--- src/vsp_pkg.sv ---
// Shared constants, types and helpers of the video DRAM stop-point controller
package vsp_pkg;

    // Timing
    localparam int CLK_MHZ      = 50;
    localparam int T_PWRUP_US   = 200;
    localparam int PWRUP_CYC    = T_PWRUP_US * CLK_MHZ;
    localparam int T_STEP_NS    = 80;
    localparam int STEP_CYC     = (T_STEP_NS * CLK_MHZ + 999) / 1000;
    localparam int INIT_REFRESH = 8;
    localparam int INIT_SCLK    = 2;

    // Register offsets
    localparam logic [7:0] REG_CMD    = 8'h00;
    localparam logic [7:0] REG_ADDR   = 8'h04;
    localparam logic [7:0] REG_WDATA  = 8'h08;
    localparam logic [7:0] REG_STATUS = 8'h0c;
    localparam logic [7:0] REG_RDATA  = 8'h10;
    localparam logic [7:0] REG_PART   = 8'h14;

    // Field positions
    localparam int ADDR_COL_LSB  = 16;
    localparam int ST_BUSY       = 0;
    localparam int ST_INIT       = 1;
    localparam int ST_STOP       = 2;
    localparam int ST_TAPERR     = 3;
    localparam int ST_RVALID     = 4;
    localparam int PART_AUTO     = 4;

    // Partition value after reset and partition length base
    localparam logic [4:0] PART_RST = 5'h13;
    localparam int PART_BASE_LOG2   = 1;

    localparam logic [1:0] RESP_OKAY   = 2'h0;
    localparam logic [1:0] RESP_DECERR = 2'h3;

    typedef enum logic [2:0] {
        CMD_NONE   = 3'h0,
        CMD_READ   = 3'h1,
        CMD_WRITE  = 3'h2,
        CMD_CBR    = 3'h3,
        CMD_SETUP  = 3'h4,
        CMD_FULLX  = 3'h5,
        CMD_SPLITX = 3'h6,
        CMD_RASREF = 3'h7
    } vsp_cmd_t;

    typedef struct packed {
        logic       ras_n;
        logic       cas_n;
        logic [1:0] write_strobes_n;
        logic       special_function_select;
        logic       transfer_output_enable_n;
        logic       serial_clock;
        logic [8:0] addr;
    } vsp_pins_t;

    // Partition mask: length is 2^(base+code), capped at a buffer half
    function automatic logic [7:0] part_mask(input logic [3:0] code);
        int lg;
        lg = PART_BASE_LOG2 + int'(code);
        if (lg > 7) begin
            lg = 7;
        end
        return 8'((1 << lg) - 1);
    endfunction

    // Column bits seven and eight exchanged while stop mode is on
    function automatic logic [8:0] col_map(input logic [8:0] c,
                                           input logic       stop);
        return stop ? {c[7], c[8], c[6:0]} : c;
    endfunction

endpackage

--- src/vsp_buf2.sv ---
// Two-entry valid/ready buffer for write data
`timescale 1ns/1ps
module vsp_buf2 #(
    parameter int WIDTH = 16
) (
    input  wire logic             ref_clk_in,
    input  wire logic             rst_in,
    input  wire logic             ce_in,
    input  wire logic             in_valid_in,
    output logic                  in_ready_out,
    input  wire logic [WIDTH-1:0] in_data_in,
    output logic                  out_valid_out,
    input  wire logic             out_ready_in,
    output logic [WIDTH-1:0]      out_data_out
);
    logic [WIDTH-1:0] mem_q [2];
    logic             wp_q;
    logic             rp_q;
    logic [1:0]       cnt_q;
    logic             push;
    logic             pop;

    // Honest full and empty from the occupancy count
    assign in_ready_out  = (cnt_q != 2'h2);
    assign out_valid_out = (cnt_q != 2'h0);
    assign out_data_out  = mem_q[rp_q];
    assign push = ce_in && in_valid_in && in_ready_out;
    assign pop  = ce_in && out_ready_in && out_valid_out;

    // Storage
    always_ff @(posedge ref_clk_in) begin
        if (push) begin
            mem_q[wp_q] <= in_data_in;
        end
    end

    // Pointers and count
    always_ff @(posedge ref_clk_in) begin
        if (rst_in) begin
            wp_q  <= 1'b0;
            rp_q  <= 1'b0;
            cnt_q <= 2'h0;
        end else begin
            if (push) begin
                wp_q <= ~wp_q;
            end
            if (pop) begin
                rp_q <= ~rp_q;
            end
            cnt_q <= cnt_q + 2'(push) - 2'(pop);
        end
    end
endmodule

--- src/vsp_ctrl.sv ---
// Host controller driving a video DRAM, with AXI4-Lite command registers
`timescale 1ns/1ps
module vsp_ctrl #(
    parameter int PWRUP_CYCLES = vsp_pkg::PWRUP_CYC
) (
    input  wire logic              ref_clk_in,
    input  wire logic              rst_in,
    input  wire logic              ce_in,
    input  wire logic              s_axi_awvalid_in,
    output logic                   s_axi_awready_out,
    input  wire logic [7:0]        s_axi_awaddr_in,
    input  wire logic              s_axi_wvalid_in,
    output logic                   s_axi_wready_out,
    input  wire logic [31:0]       s_axi_wdata_in,
    input  wire logic [3:0]        s_axi_wstrb_in,
    output logic                   s_axi_bvalid_out,
    input  wire logic              s_axi_bready_in,
    output logic [1:0]             s_axi_bresp_out,
    input  wire logic              s_axi_arvalid_in,
    output logic                   s_axi_arready_out,
    input  wire logic [7:0]        s_axi_araddr_in,
    output logic                   s_axi_rvalid_out,
    input  wire logic              s_axi_rready_in,
    output logic [31:0]            s_axi_rdata_out,
    output logic [1:0]             s_axi_rresp_out,
    output vsp_pkg::vsp_pins_t     dram_pins_out,
    input  wire logic [15:0]       dq_in,
    output logic [15:0]            dq_out,
    output logic                   dq_oe_n_out
);
    import vsp_pkg::*;

    typedef enum logic [7:0] {
        S_PWR  = 8'h01,
        S_IDLE = 8'h02,
        S_ADDR = 8'h04,
        S_ROW  = 8'h08,
        S_COL  = 8'h10,
        S_PRE  = 8'h20,
        S_CBRC = 8'h40,
        S_SCLK = 8'h80
    } vsp_state_t;

    vsp_state_t state_q;
    vsp_cmd_t   cmd_q;
    vsp_cmd_t   pend_q;
    logic [13:0] pwr_q;
    logic [2:0]  step_q;
    logic [3:0]  ref_cnt_q;
    logic [1:0]  init_ph_q;
    logic        init_done_q;
    logic        sclk_cnt_q;
    logic        stop_q;
    logic        tap_err_q;
    logic        rvalid_flag_q;
    logic [31:0] addr_q;
    logic [4:0]  part_q;
    logic [15:0] rd_q;
    logic [15:0] wd_q;
    logic [15:0] dq_s1_q, dq_s2_q, dq_s3_q;
    vsp_pins_t   pins_d, pins_q;
    logic        dq_oe_n_d, dq_oe_n_q;
    logic        bvalid_q, rvalid_q;
    logic [1:0]  bresp_q, rresp_q;
    logic [31:0] rdata_q;
    logic        wr_go, rd_go, cmd_wr, step_end, busy, take_wd;
    logic        buf_in_ready, buf_out_valid;
    logic [15:0] buf_out_data;
    logic        reg_hit_w, reg_hit_r;
    vsp_cmd_t    sw_cmd;
    logic [7:0]  tap_mask;
    logic        tap_bad;

    // Write data waits here; a full buffer stalls the bus write
    vsp_buf2 #(.WIDTH(16)) u_buf (
        .ref_clk_in    (ref_clk_in),
        .rst_in        (rst_in),
        .ce_in         (ce_in),
        .in_valid_in   (wr_go && s_axi_awaddr_in == REG_WDATA),
        .in_ready_out  (buf_in_ready),
        .in_data_in    (s_axi_wdata_in[15:0]),
        .out_valid_out (buf_out_valid),
        .out_ready_in  (take_wd),
        .out_data_out  (buf_out_data)
    );

    // Bus decode; address and data taken together
    assign reg_hit_w = s_axi_awaddr_in inside {REG_CMD, REG_ADDR, REG_WDATA,
                                               REG_STATUS, REG_PART};
    assign reg_hit_r = s_axi_araddr_in inside {REG_CMD, REG_ADDR, REG_STATUS,
                                               REG_RDATA, REG_PART};
    assign wr_go = ce_in && s_axi_awvalid_in && s_axi_wvalid_in && !bvalid_q
                   && (s_axi_awaddr_in != REG_WDATA || buf_in_ready);
    assign rd_go = ce_in && s_axi_arvalid_in && !rvalid_q;
    assign s_axi_awready_out = wr_go;
    assign s_axi_wready_out  = wr_go;
    assign s_axi_arready_out = rd_go;
    assign s_axi_bvalid_out  = bvalid_q;
    assign s_axi_bresp_out   = bresp_q;
    assign s_axi_rvalid_out  = rvalid_q;
    assign s_axi_rdata_out   = rdata_q;
    assign s_axi_rresp_out   = rresp_q;

    // Command acceptance; a split tap on a stop point is refused
    assign sw_cmd   = vsp_cmd_t'(s_axi_wdata_in[2:0]);
    assign tap_mask = part_mask(part_q[3:0]);
    assign tap_bad  = stop_q && sw_cmd == CMD_SPLITX
                      && (addr_q[ADDR_COL_LSB +: 8] & tap_mask) == tap_mask;
    assign busy     = (state_q != S_IDLE) || (pend_q != CMD_NONE)
                      || !init_done_q;
    assign cmd_wr   = wr_go && s_axi_awaddr_in == REG_CMD
                      && s_axi_wstrb_in[0] && !busy && sw_cmd != CMD_NONE;
    assign step_end = (step_q == 3'h0);
    assign take_wd  = ce_in && state_q == S_IDLE && pend_q == CMD_WRITE
                      && init_done_q;

    // Write response channel
    always_ff @(posedge ref_clk_in) begin
        if (rst_in) begin
            bvalid_q <= 1'b0;
            bresp_q  <= RESP_OKAY;
        end else if (ce_in) begin
            if (wr_go) begin
                bvalid_q <= 1'b1;
                bresp_q  <= reg_hit_w ? RESP_OKAY : RESP_DECERR;
            end else if (s_axi_bready_in) begin
                bvalid_q <= 1'b0;
            end
        end
    end

    // Software registers
    always_ff @(posedge ref_clk_in) begin
        if (rst_in) begin
            addr_q <= 32'h0;
            part_q <= PART_RST;
            pend_q <= CMD_NONE;
        end else if (ce_in) begin
            if (wr_go && s_axi_awaddr_in == REG_ADDR) begin
                addr_q <= s_axi_wdata_in;
            end
            if (wr_go && s_axi_awaddr_in == REG_PART) begin
                part_q <= s_axi_wdata_in[4:0];
            end
            if (cmd_wr && !tap_bad) begin
                pend_q <= sw_cmd;
            end else if (state_q == S_IDLE && init_done_q
                         && (pend_q != CMD_WRITE || buf_out_valid)) begin
                pend_q <= CMD_NONE;
            end
        end
    end

    // Sticky tap error; a new refusal beats the clear
    always_ff @(posedge ref_clk_in) begin
        if (rst_in) begin
            tap_err_q <= 1'b0;
        end else if (ce_in) begin
            if (cmd_wr && tap_bad) begin
                tap_err_q <= 1'b1;
            end else if (wr_go && s_axi_awaddr_in == REG_STATUS
                         && s_axi_wdata_in[ST_TAPERR]) begin
                tap_err_q <= 1'b0;
            end
        end
    end

    // Read channel; reading RDATA consumes the read flag
    always_ff @(posedge ref_clk_in) begin
        if (rst_in) begin
            rvalid_q <= 1'b0;
            rdata_q  <= 32'h0;
            rresp_q  <= RESP_OKAY;
        end else if (ce_in) begin
            if (rd_go) begin
                rvalid_q <= 1'b1;
                rresp_q  <= reg_hit_r ? RESP_OKAY : RESP_DECERR;
                case (s_axi_araddr_in)
                    REG_CMD:    rdata_q <= {29'h0, cmd_q};
                    REG_ADDR:   rdata_q <= addr_q;
                    REG_STATUS: rdata_q <= {27'h0, rvalid_flag_q, tap_err_q,
                                            stop_q, init_done_q, busy};
                    REG_RDATA:  rdata_q <= {16'h0, rd_q};
                    REG_PART:   rdata_q <= {27'h0, part_q};
                    default:    rdata_q <= 32'h0;
                endcase
            end else if (s_axi_rready_in) begin
                rvalid_q <= 1'b0;
            end
        end
    end

    // Data pins pass three flops; sample once the last two agree
    always_ff @(posedge ref_clk_in) begin
        if (ce_in) begin
            dq_s1_q <= dq_in;
            dq_s2_q <= dq_s1_q;
            dq_s3_q <= dq_s2_q;
        end
    end

    // Sequencer: power-up, init refreshes, serial init, then commands
    always_ff @(posedge ref_clk_in) begin
        if (rst_in) begin
            state_q     <= S_PWR;
            cmd_q       <= CMD_NONE;
            pwr_q       <= 14'(PWRUP_CYCLES - 1);
            step_q      <= 3'h0;
            ref_cnt_q   <= 4'h0;
            init_ph_q   <= 2'h0;
            init_done_q <= 1'b0;
            sclk_cnt_q  <= 1'b0;
            wd_q        <= 16'h0;
        end else if (ce_in) begin
            if (!step_end) begin
                step_q <= step_q - 3'h1;
            end
            case (state_q)
                S_PWR: begin
                    if (pwr_q == 14'h0) begin
                        state_q <= S_IDLE;
                    end else begin
                        pwr_q <= pwr_q - 14'h1;
                    end
                end
                S_IDLE: begin
                    step_q <= 3'(STEP_CYC - 1);
                    if (!init_done_q) begin
                        case (init_ph_q)
                            2'h0: begin
                                cmd_q   <= CMD_CBR;
                                state_q <= S_CBRC;
                                ref_cnt_q <= ref_cnt_q + 4'h1;
                                if (ref_cnt_q == 4'(INIT_REFRESH - 1)) begin
                                    init_ph_q <= 2'h1;
                                end
                            end
                            2'h1: begin
                                cmd_q     <= CMD_FULLX;
                                state_q   <= S_ADDR;
                                init_ph_q <= 2'h2;
                            end
                            2'h2: begin
                                state_q   <= S_SCLK;
                                init_ph_q <= 2'h3;
                            end
                            default: begin
                                init_done_q <= 1'b1;
                                if (part_q[PART_AUTO]) begin
                                    cmd_q   <= CMD_SETUP;
                                    state_q <= S_CBRC;
                                end
                            end
                        endcase
                    end else if (pend_q == CMD_CBR || pend_q == CMD_SETUP) begin
                        cmd_q   <= pend_q;
                        state_q <= S_CBRC;
                    end else if (pend_q == CMD_WRITE) begin
                        if (buf_out_valid) begin
                            cmd_q   <= pend_q;
                            wd_q    <= buf_out_data;
                            state_q <= S_ADDR;
                        end
                    end else if (pend_q != CMD_NONE) begin
                        cmd_q   <= pend_q;
                        state_q <= S_ADDR;
                    end
                end
                S_ADDR, S_CBRC: begin
                    if (step_end) begin
                        state_q <= S_ROW;
                        step_q  <= 3'(STEP_CYC - 1);
                    end
                end
                S_ROW: begin
                    if (step_end) begin
                        state_q <= (cmd_q inside {CMD_CBR, CMD_SETUP,
                                    CMD_RASREF}) ? S_PRE : S_COL;
                        step_q  <= 3'(STEP_CYC - 1);
                    end
                end
                S_COL: begin
                    // Reads hold here until the sampled data settles
                    if (step_end && (cmd_q != CMD_READ
                                     || dq_s2_q == dq_s3_q)) begin
                        state_q <= S_PRE;
                        step_q  <= 3'(STEP_CYC - 1);
                    end
                end
                S_PRE: begin
                    if (step_end) begin
                        state_q <= S_IDLE;
                    end
                end
                S_SCLK: begin
                    if (step_end) begin
                        step_q     <= 3'(STEP_CYC - 1);
                        sclk_cnt_q <= ~sclk_cnt_q;
                        if (sclk_cnt_q == 1'(INIT_SCLK - 1)) begin
                            state_q <= S_IDLE;
                        end
                    end
                end
                default: state_q <= S_IDLE;
            endcase
        end
    end

    // Mirror of the device's stop-point mode
    always_ff @(posedge ref_clk_in) begin
        if (rst_in) begin
            stop_q <= 1'b0;
        end else if (ce_in && state_q == S_ROW && step_end) begin
            if (cmd_q == CMD_SETUP) begin
                stop_q <= 1'b1;
            end else if (cmd_q == CMD_CBR) begin
                stop_q <= 1'b0;
            end
        end
    end

    // Read data capture; a fresh sample beats the read clear
    always_ff @(posedge ref_clk_in) begin
        if (rst_in) begin
            rd_q          <= 16'h0;
            rvalid_flag_q <= 1'b0;
        end else if (ce_in) begin
            if (state_q == S_COL && cmd_q == CMD_READ && step_end
                && dq_s2_q == dq_s3_q) begin
                rd_q          <= dq_s3_q;
                rvalid_flag_q <= 1'b1;
            end else if (rd_go && s_axi_araddr_in == REG_RDATA) begin
                rvalid_flag_q <= 1'b0;
            end
        end
    end

    // Pin pattern per state, registered so pins never glitch
    always_comb begin
        pins_d = '{ras_n: 1'b1, cas_n: 1'b1, write_strobes_n: 2'h3,
                   special_function_select: 1'b0,
                   transfer_output_enable_n: 1'b1, serial_clock: 1'b0,
                   addr: 9'h0};
        dq_oe_n_d = 1'b1;
        case (state_q)
            S_CBRC, S_ADDR, S_ROW: begin
                pins_d.ras_n = (state_q != S_ROW);
                if (cmd_q == CMD_SETUP) begin
                    pins_d.cas_n = 1'b0;
                    pins_d.write_strobes_n = 2'h0;
                    pins_d.special_function_select = 1'b1;
                    pins_d.addr = {1'b0, part_q[3:0], 4'h0};
                end else if (cmd_q == CMD_CBR) begin
                    pins_d.cas_n = 1'b0;
                end else begin
                    pins_d.addr = addr_q[8:0];
                    if (cmd_q == CMD_FULLX || cmd_q == CMD_SPLITX) begin
                        pins_d.transfer_output_enable_n = 1'b0;
                        pins_d.special_function_select =
                            (cmd_q == CMD_SPLITX);
                    end
                end
            end
            S_COL: begin
                pins_d.ras_n = 1'b0;
                pins_d.cas_n = 1'b0;
                pins_d.addr  = col_map(addr_q[ADDR_COL_LSB +: 9],
                                       stop_q);
                if (cmd_q == CMD_READ) begin
                    pins_d.transfer_output_enable_n = 1'b0;
                end else if (cmd_q == CMD_WRITE) begin
                    pins_d.write_strobes_n = 2'h0;
                    dq_oe_n_d = 1'b0;
                end
            end
            S_SCLK: pins_d.serial_clock = (step_q >= 3'(STEP_CYC / 2));
            default: ;
        endcase
    end

    // Output registers
    always_ff @(posedge ref_clk_in) begin
        if (rst_in) begin
            pins_q    <= '{ras_n: 1'b1, cas_n: 1'b1, write_strobes_n: 2'h3,
                           special_function_select: 1'b0,
                           transfer_output_enable_n: 1'b1,
                           serial_clock: 1'b0, addr: 9'h0};
            dq_oe_n_q <= 1'b1;
        end else if (ce_in) begin
            pins_q    <= pins_d;
            dq_oe_n_q <= dq_oe_n_d;
        end
    end

    assign dram_pins_out = pins_q;
    assign dq_oe_n_out   = dq_oe_n_q;
    assign dq_out        = wd_q;
endmodule

--- config.mk ---
export PLATFORM = sky130hd
export DESIGN_NAME = vsp_ctrl
export DESIGN_NICKNAME = d
export VERILOG_FILES = /design/src/vsp_pkg.sv /design/src/vsp_buf2.sv /design/src/vsp_ctrl.sv
export SDC_FILE = /design/constraint.sdc
export NUM_CORES = 1
export LEC_CHECK = 0
export ABC_AREA = 0
export BUFFER_PORTS_ARGS = -buffer_cell sky130_fd_sc_hd__buf_2
export CORE_UTILIZATION = 55
export CTS_CLUSTER_SIZE = 28
export DETAILED_ROUTE_END_ITERATION = 6
export GPL_TIMING_DRIVEN = 0
export PLACE_DENSITY_LB_ADDON = 0.12
export SYNTH_ARGS = -nofsm -noshare
export SYNTH_HDL_FRONTEND = slang
export SYNTH_SLANG_ARGS = --single-unit
--- constraint.sdc ---
create_clock -name ref_clk_in -period 4.3 [get_ports ref_clk_in]
set_input_delay 0.43 -clock ref_clk_in [delete_from_list [all_inputs] [get_ports ref_clk_in]]
set_output_delay 0.43 -clock ref_clk_in [all_outputs]
set_load 0.03 [all_outputs]
After elaboration in Yosys (flattened, before gate mapping). Memory sizes are Yosys's and may differ from the RTL's. A register that Yosys moved wholly into a read port is not among the register bits. Cells that the tools add are included. Widths: inputs -> output; s select.

Bits of input ports: 76. Output and inout port bits: 74. Bits in writable memories: 32. Memories: 1. Word-level logic and storage cells: 263. Bits in registers: 202.

Memories: u_buf.mem_q (depth 2, width 16, rd ports 1, clocked after Yosys merged registers in 1, write ports 1, line vsp_buf2.sv:16) `logic [WIDTH-1:0] mem_q [2];`.

Equal/unequal tests: 52. Add/sub/neg operators: 7. Shift-type cells: 1. Reductions and logical operators: 89. Mux-type cells: 70. Magnitude comparators: 2. Bitwise operators: 7.

Operators by type and width (count): $pmux 32 s5 (1); $mux 8 (13); $pmux 8 s7 (1); $logic_and 1x1->1 (35); $mux 3 (11); $eq 8x4->1 const B (4); $eq 8x5->1 const B (4); $mux 9 (3); $eq 8x3->1 const B (3); $mux 1 (24); $pmux 8 s3 (1); $reduce_and 2->1 (12); $ne 2x2->1 const B (10); $eq 3x3->1 const B (6); $pmux 3 s3 (2); $pmux 9 s2 (1); $eq 16x16->1 (1); $logic_not 8->1 (2); $mux 2 (8); $ne 8x4->1 const B (2); $logic_not 14->1 (1); $reduce_bool 2->1 (7); $sub 14x1->14 const B (1); $eq 3x2->1 const B (4); other kinds (49) (71).

Longest topological paths before layout.
Word-level depth: 12. Depth in mapped cells: 12. Depth with buffers taken out: 12.

Modules after synthesis. A second synthesis with hierarchy kept.

Cell total of the unflattened synthesis: 1061. Area, all modules: 10637.7 sq um.

Modules (own cells, without submodules): vsp_ctrl (area an instance 9226.3 sq um, cells each 985, seq. area each 4704.5 sq um, instances 1); vsp_buf2 (area an instance 1411.4 sq um, cells each 76, seq. area each 1061.0 sq um, instances 1).

Least setup slack after synthesis. OpenSTA, ideal clock, no wires.

Path type: input to register. Start: in s_axi_awaddr_in[0]. End: mem u_buf.mem_q[0][0], enable pin. Path buffers: 0. Stages: 5. Required time: 3910 ps. Arrival: 2500 ps. Setup slack: 1410 ps. Library setup time: 390 ps. Path through: or4_1 > or3_1 > nor2_1 > and3_1 > nor2b_1.

Longest elaborated chain between the ends: 8. Elaborated cells between the ends (all ways): 9. Classes of those cells: eq/ne: 2; mux: 2; reduce/logical: 5.

Ends and longest elaborated chain: from (decl) (line vsp_ctrl.sv:11) `input wire logic [7:0] s_axi_awaddr_in,`; $ne 8x4->1 (line vsp_ctrl.sv:93) `&& (s_axi_awaddr_in != REG_WDATA || buf_in_ready);`; $logic_or 1x1->1 (line vsp_ctrl.sv:93); $logic_and 1x1->1 (line vsp_ctrl.sv:93); $logic_and 1x1->1 * (line vsp_ctrl.sv:79) `.in_valid_in (wr_go && s_axi_awaddr_in == REG_WDATA),`; $logic_and 1x1->1 * (2 in series) (line vsp_buf2.sv:27) `assign push = ce_in && in_valid_in && in_ready_out;`; named net u_buf.push (line vsp_buf2.sv:20) `logic push;`; $mux 1 * (line vsp_buf2.sv:32) `if (push) begin`; $mux 1 (not written as such) * (line vsp_buf2.sv:33) `mem_q[wp_q] <= in_data_in;`; to (decl) (line vsp_buf2.sv:16).

The timed path passes the listed nets; every way through them passes the cells marked *.

Worst setup path in the final report.
Start: reg part_q[0]. End: reg pend_q[2].

Longest elaborated chain between the ends: 12. Elaborated cells between the ends (all ways): 13. Classes of those cells: add/sub: 2; order compare: 1; eq/ne: 1; shift: 1; mux: 2; bitwise: 1; reduce/logical: 5.

Ends and longest elaborated chain: from (decl) (line vsp_ctrl.sv:57) `logic [4:0] part_q;`; from (signal assigned) (line vsp_ctrl.sv:143) `part_q <= s_axi_wdata_in[4:0];`; $add 1x4->5 * (line vsp_pkg.sv:61) `lg = PART_BASE_LOG2 + int'(code);`; $gt 5x3->1 (line vsp_pkg.sv:62) `if (lg > 7) begin`; $mux 5 * (line vsp_pkg.sv:62); $shl 1x5->8 * (line vsp_pkg.sv:65) `return 8'((1 << lg) - 1);`; $sub 8x2->8 * (line vsp_pkg.sv:65); $and 8x8->8 (line vsp_ctrl.sv:108) `&& (addr_q[ADDR_COL_LSB +: 8] & tap_mask) == tap_mask;`; $eq 8x8->1 * (line vsp_ctrl.sv:108); $logic_and 1x1->1 * (line vsp_ctrl.sv:108); $logic_not 1->1 * (line vsp_ctrl.sv:145) `if (cmd_wr && !tap_bad) begin`; $logic_and 1x1->1 * (line vsp_ctrl.sv:145); $reduce_bool 2->1 (no line); $reduce_and 2->1 (no line); to (signal assigned) (line vsp_ctrl.sv:146) `pend_q <= sw_cmd;`; to (decl) (line vsp_ctrl.sv:46) `vsp_cmd_t pend_q;`.

Mark *: on every way between the ends. The rest lies on a longest branch, timed or not. A chain may end at the register's enable or synchronous reset.

==> results.json <==
{
  "track_usage": 0.2683,
  "maxCapViolations": 0,
  "synth_cell_types": 62,
  "clockBufferDepth": 3,
  "setup_slack_ns": 0.7382,
  "hold_viol": 0,
  "synth_most_common_cell": "dfxtp_1",
  "die_w_um": 140.2,
  "worstSkewPairLatency_ns": 0.54,
  "synth_edf_count": 80,
  "dieArea_mm2": 0.01965,
  "fp.dieH_um": 140.2,
  "slowest_delay_ns": 0.61,
  "cts_tree": "done",
  "top_level_ports": 150,
  "hold_buffers": 0,
  "grt_pass1_wl_um": 41180,
  "synth_top_cell_area_share": 0.3183,
  "p_leak_uw": 0.004614,
  "crit_fanout": 10,
  "drive_gt1_frac": 0.1821,
  "drtIter0Drc": 655,
  "cts-root-buf": "clkbuf_16",
  "overflow": 0,
  "fmax_ghz": 0.2808,
  "dr.pass1.iters": 5,
  "fin_nets": 1326,
  "final-max-slew-violation-count": 0,
  "placed_cell_area_mm2": 0.01152,
  "synthAdderAreaFrac": 0.02025,
  "seqCellArea_mm2": 0.005746,
  "post_cts_buffers": 0,
  "ctsHtreeMaxLevel": 1,
  "num_rows": 50,
  "grt_max_degree": 50,
  "clk_pin_slew_ns": 0.06,
  "synthArstFlopShare": 0,
  "drcViolationCount": 0,
  "yosysTopAreaCell": "dfxtp_1",
  "antenna_found_initial": 1,
  "vias": 8442,
  "critPathRequiredTime_ns": 4.76,
  "wl_per_cell_um": 17.82,
  "startpoint_type": "flip-flop",
  "cts.sinks": 247,
  "period_share": 0.8283,
  "setup_viol": 0,
  "final.min_clock_period_ns": 3.562,
  "tns_ns": 0,
  "synthTopCellsByArea": "dfxtp_1 (32%), edfxtp_1 (23%), nand2_1 (5.3%)",
  "yosys_warnings": 0,
  "critPathArrivalTime_ns": 4.02,
  "place_inst": 1440,
  "worstHoldPathType": "input pin to flip-flop",
  "crit_chain": "clkbuf_1, inv_1, ha_1, nand2b_1, or3_1, ha_1, nor2_1, mux2i_1, o32ai_1, o2111ai_1, o21ai_0",
  "synth_compound_area_frac": 0.1309,
  "place_congestion": 0.9343,
  "final_cells": 1487,
  "pre_cts_ws_ns": 0.3412,
  "drt_wl_total_um": 26490,
  "skew_ns": 0.01209,
  "crit_top_cell": "ha_1",
  "worstRegToRegCells": 11,
  "grt_pass1_vias": 7722,
  "syn_area_mm2": 0.01050,
  "cts.repair.resized": 0,
  "endpoint_kind": "flip-flop",
  "hold-path-cell-count": 1,
  "nFillCells": 1497,
  "core_mm2": 0.01871,
  "synthesis.nets": 1154,
  "multi_input_area_mm2": 0.004347,
  "synthFlopType": "dfxtp_1",
  "stdcell_area_mm2": 0.01238,
  "postSynthCellCount": 1061,
  "worst_pin_slew_ns": 1.088,
  "synth-simple-area-share": 0.1811,
  "cts_made_buffers": 25,
  "status": "finished clean",
  "power_density_mw_per_mm2": 411.1,
  "worst_hold_slack_ns": 0.06821,
  "syn2layout_area_growth_pct": 17.84,
  "synth_seq_area_share": 0.5470,
  "syn_avg_cell_area_um2": 9.900,
  "crit_path_top_delay_cell": "o32ai_1",
  "critical_path_class": "flip-flop to flip-flop",
  "synth_xor_area_frac": 0.03085,
  "ant_nets": 0,
  "dp_hpwl_um": 19080,
  "portBuffers": 145,
  "ys_ff_latch": 247,
  "synthTopCellsByCount": "dfxtp_1 (167), nand2_1 (148), nor2_1 (104)",
  "synth_top_family_by_area": "simple AND/OR/NAND/NOR gates",
  "ir_worst_vdd_uv": 390.0,
  "rsz0062_at_grt": "no",
  "muxShareOfSynthArea": 0.05051,
  "vias_per_cell": 5.677,
  "relSlewSlack": 0.2681,
  "initial_core_util": 0.5615
}
worst max-delay path: cells and delay by family, from the launching register on:
family	cells	cell delay [ns]
and+or+nand+nor	3	0.69
adders and majority gates	2	0.74
buffers and inverters	2	0.51
DFF	1	0.40
AOI/OAI and AO/OA	3	1.06
muxes	1	0.09
cell usage in the layout (no fill, tap or decap), types with 8 or more instances in the layout:
| cell type | Yosys | routed |
|---|---|---|
| ha_1 | 17 | 17 |
| or3_1 | 9 | 9 |
| or4_1 | 9 | 9 |
| nand2_1 | 148 | 148 |
| edfxtp_1 | 80 | 80 |
| inv_1 | 22 | 22 |
| clkbuf_16 | 0 | 26 |
| a211oi_2 | 14 | 14 |
| and3_1 | 8 | 8 |
| a22oi_1 | 22 | 22 |
| nand2b_1 | 15 | 15 |
| dfxtp_1 | 167 | 167 |
| buf_2 | 7 | 152 |
| a21oi_1 | 96 | 96 |
| nor4_1 | 18 | 18 |
| mux2i_1 | 53 | 53 |
| nor2_1 | 104 | 104 |
| nand3_1 | 32 | 32 |
| xor2_1 | 25 | 25 |
| o21ai_0 | 28 | 28 |
| xnor2_1 | 12 | 12 |
| nor3_1 | 17 | 17 |
| clkbuf_1 | 53 | 57 |
kinds of logic after synthesis:
group           count (synthesis)
fa+ha+maj                      17
xor+xnor                       37
compound gates                213
simple gates                  399
buf+inv                        95
mux                            53
flops                         247
per-layer routing:
metal,share of wire,global-route usage
met1,0.45,0.3640
met2,0.46,0.4374
met3,0.079,0.05231
met4,0.019,0.07634
met5,0.00042,0
per-stage QoR:
step	util	power (uW)
2_1_floorplan	-	2772
3_3_place_gp	0.6160	2903
3_5_place_dp	0.6161	2913
4_1_cts	0.6616	5111
5_1_grt	0.6616	5243
6_report	0.6617	5089
sequential cells by signal (all words and copies together) (netlist names), 4 cells and up:
| register | cells |
|---|---|
| part_q | 5 |
| dq_out | 16 |
| ref_cnt_q | 4 |
| u_buf.mem_q | 32 |
| dq_s1_q | 16 |
| dq_s2_q | 16 |
| rd_q | 16 |
| dram_pins_out | 15 |
| pwr_q | 14 |
| dq_s3_q | 16 |
| s_axi_rdata_out | 32 |
| state_q | 8 |
| addr_q | 32 |
path summary, 6_finish.rpt:
| kind | from | end | slack, ns |
|---|---|---|---|
| setup / recovery | part_q[0] | pend_q[2] | 0.74 |
| hold / removal | dq_in[3] | dq_s1_q[3] | 0.07 |
| setup reg to reg | part_q[0] | pend_q[2] | 0.74 |
| hold reg to reg | dq_s1_q[7] | dq_s2_q[7] | 0.42 |
where the power goes:
part	total, uW	internal (uW)	switching (uW)
clock	2220	1310	916
sequential	2500	2470	34.9
combinational	363	122	241
total	5090	3900	1190
area by class of cell:
cell class / instances / area share
antenna: 1 / 0.0002022
buffer: 72 / 0.02648
clock buffer: 34 / 0.05822
clock inverter: 12 / 0.01051
inverter: 23 / 0.006975
multi-input combinational: 719 / 0.3512
sequential: 247 / 0.4642
tap: 234 / 0.02365
timing repair buffer: 145 / 0.05863
Note: power is estimated with default switching activity, not from simulation.
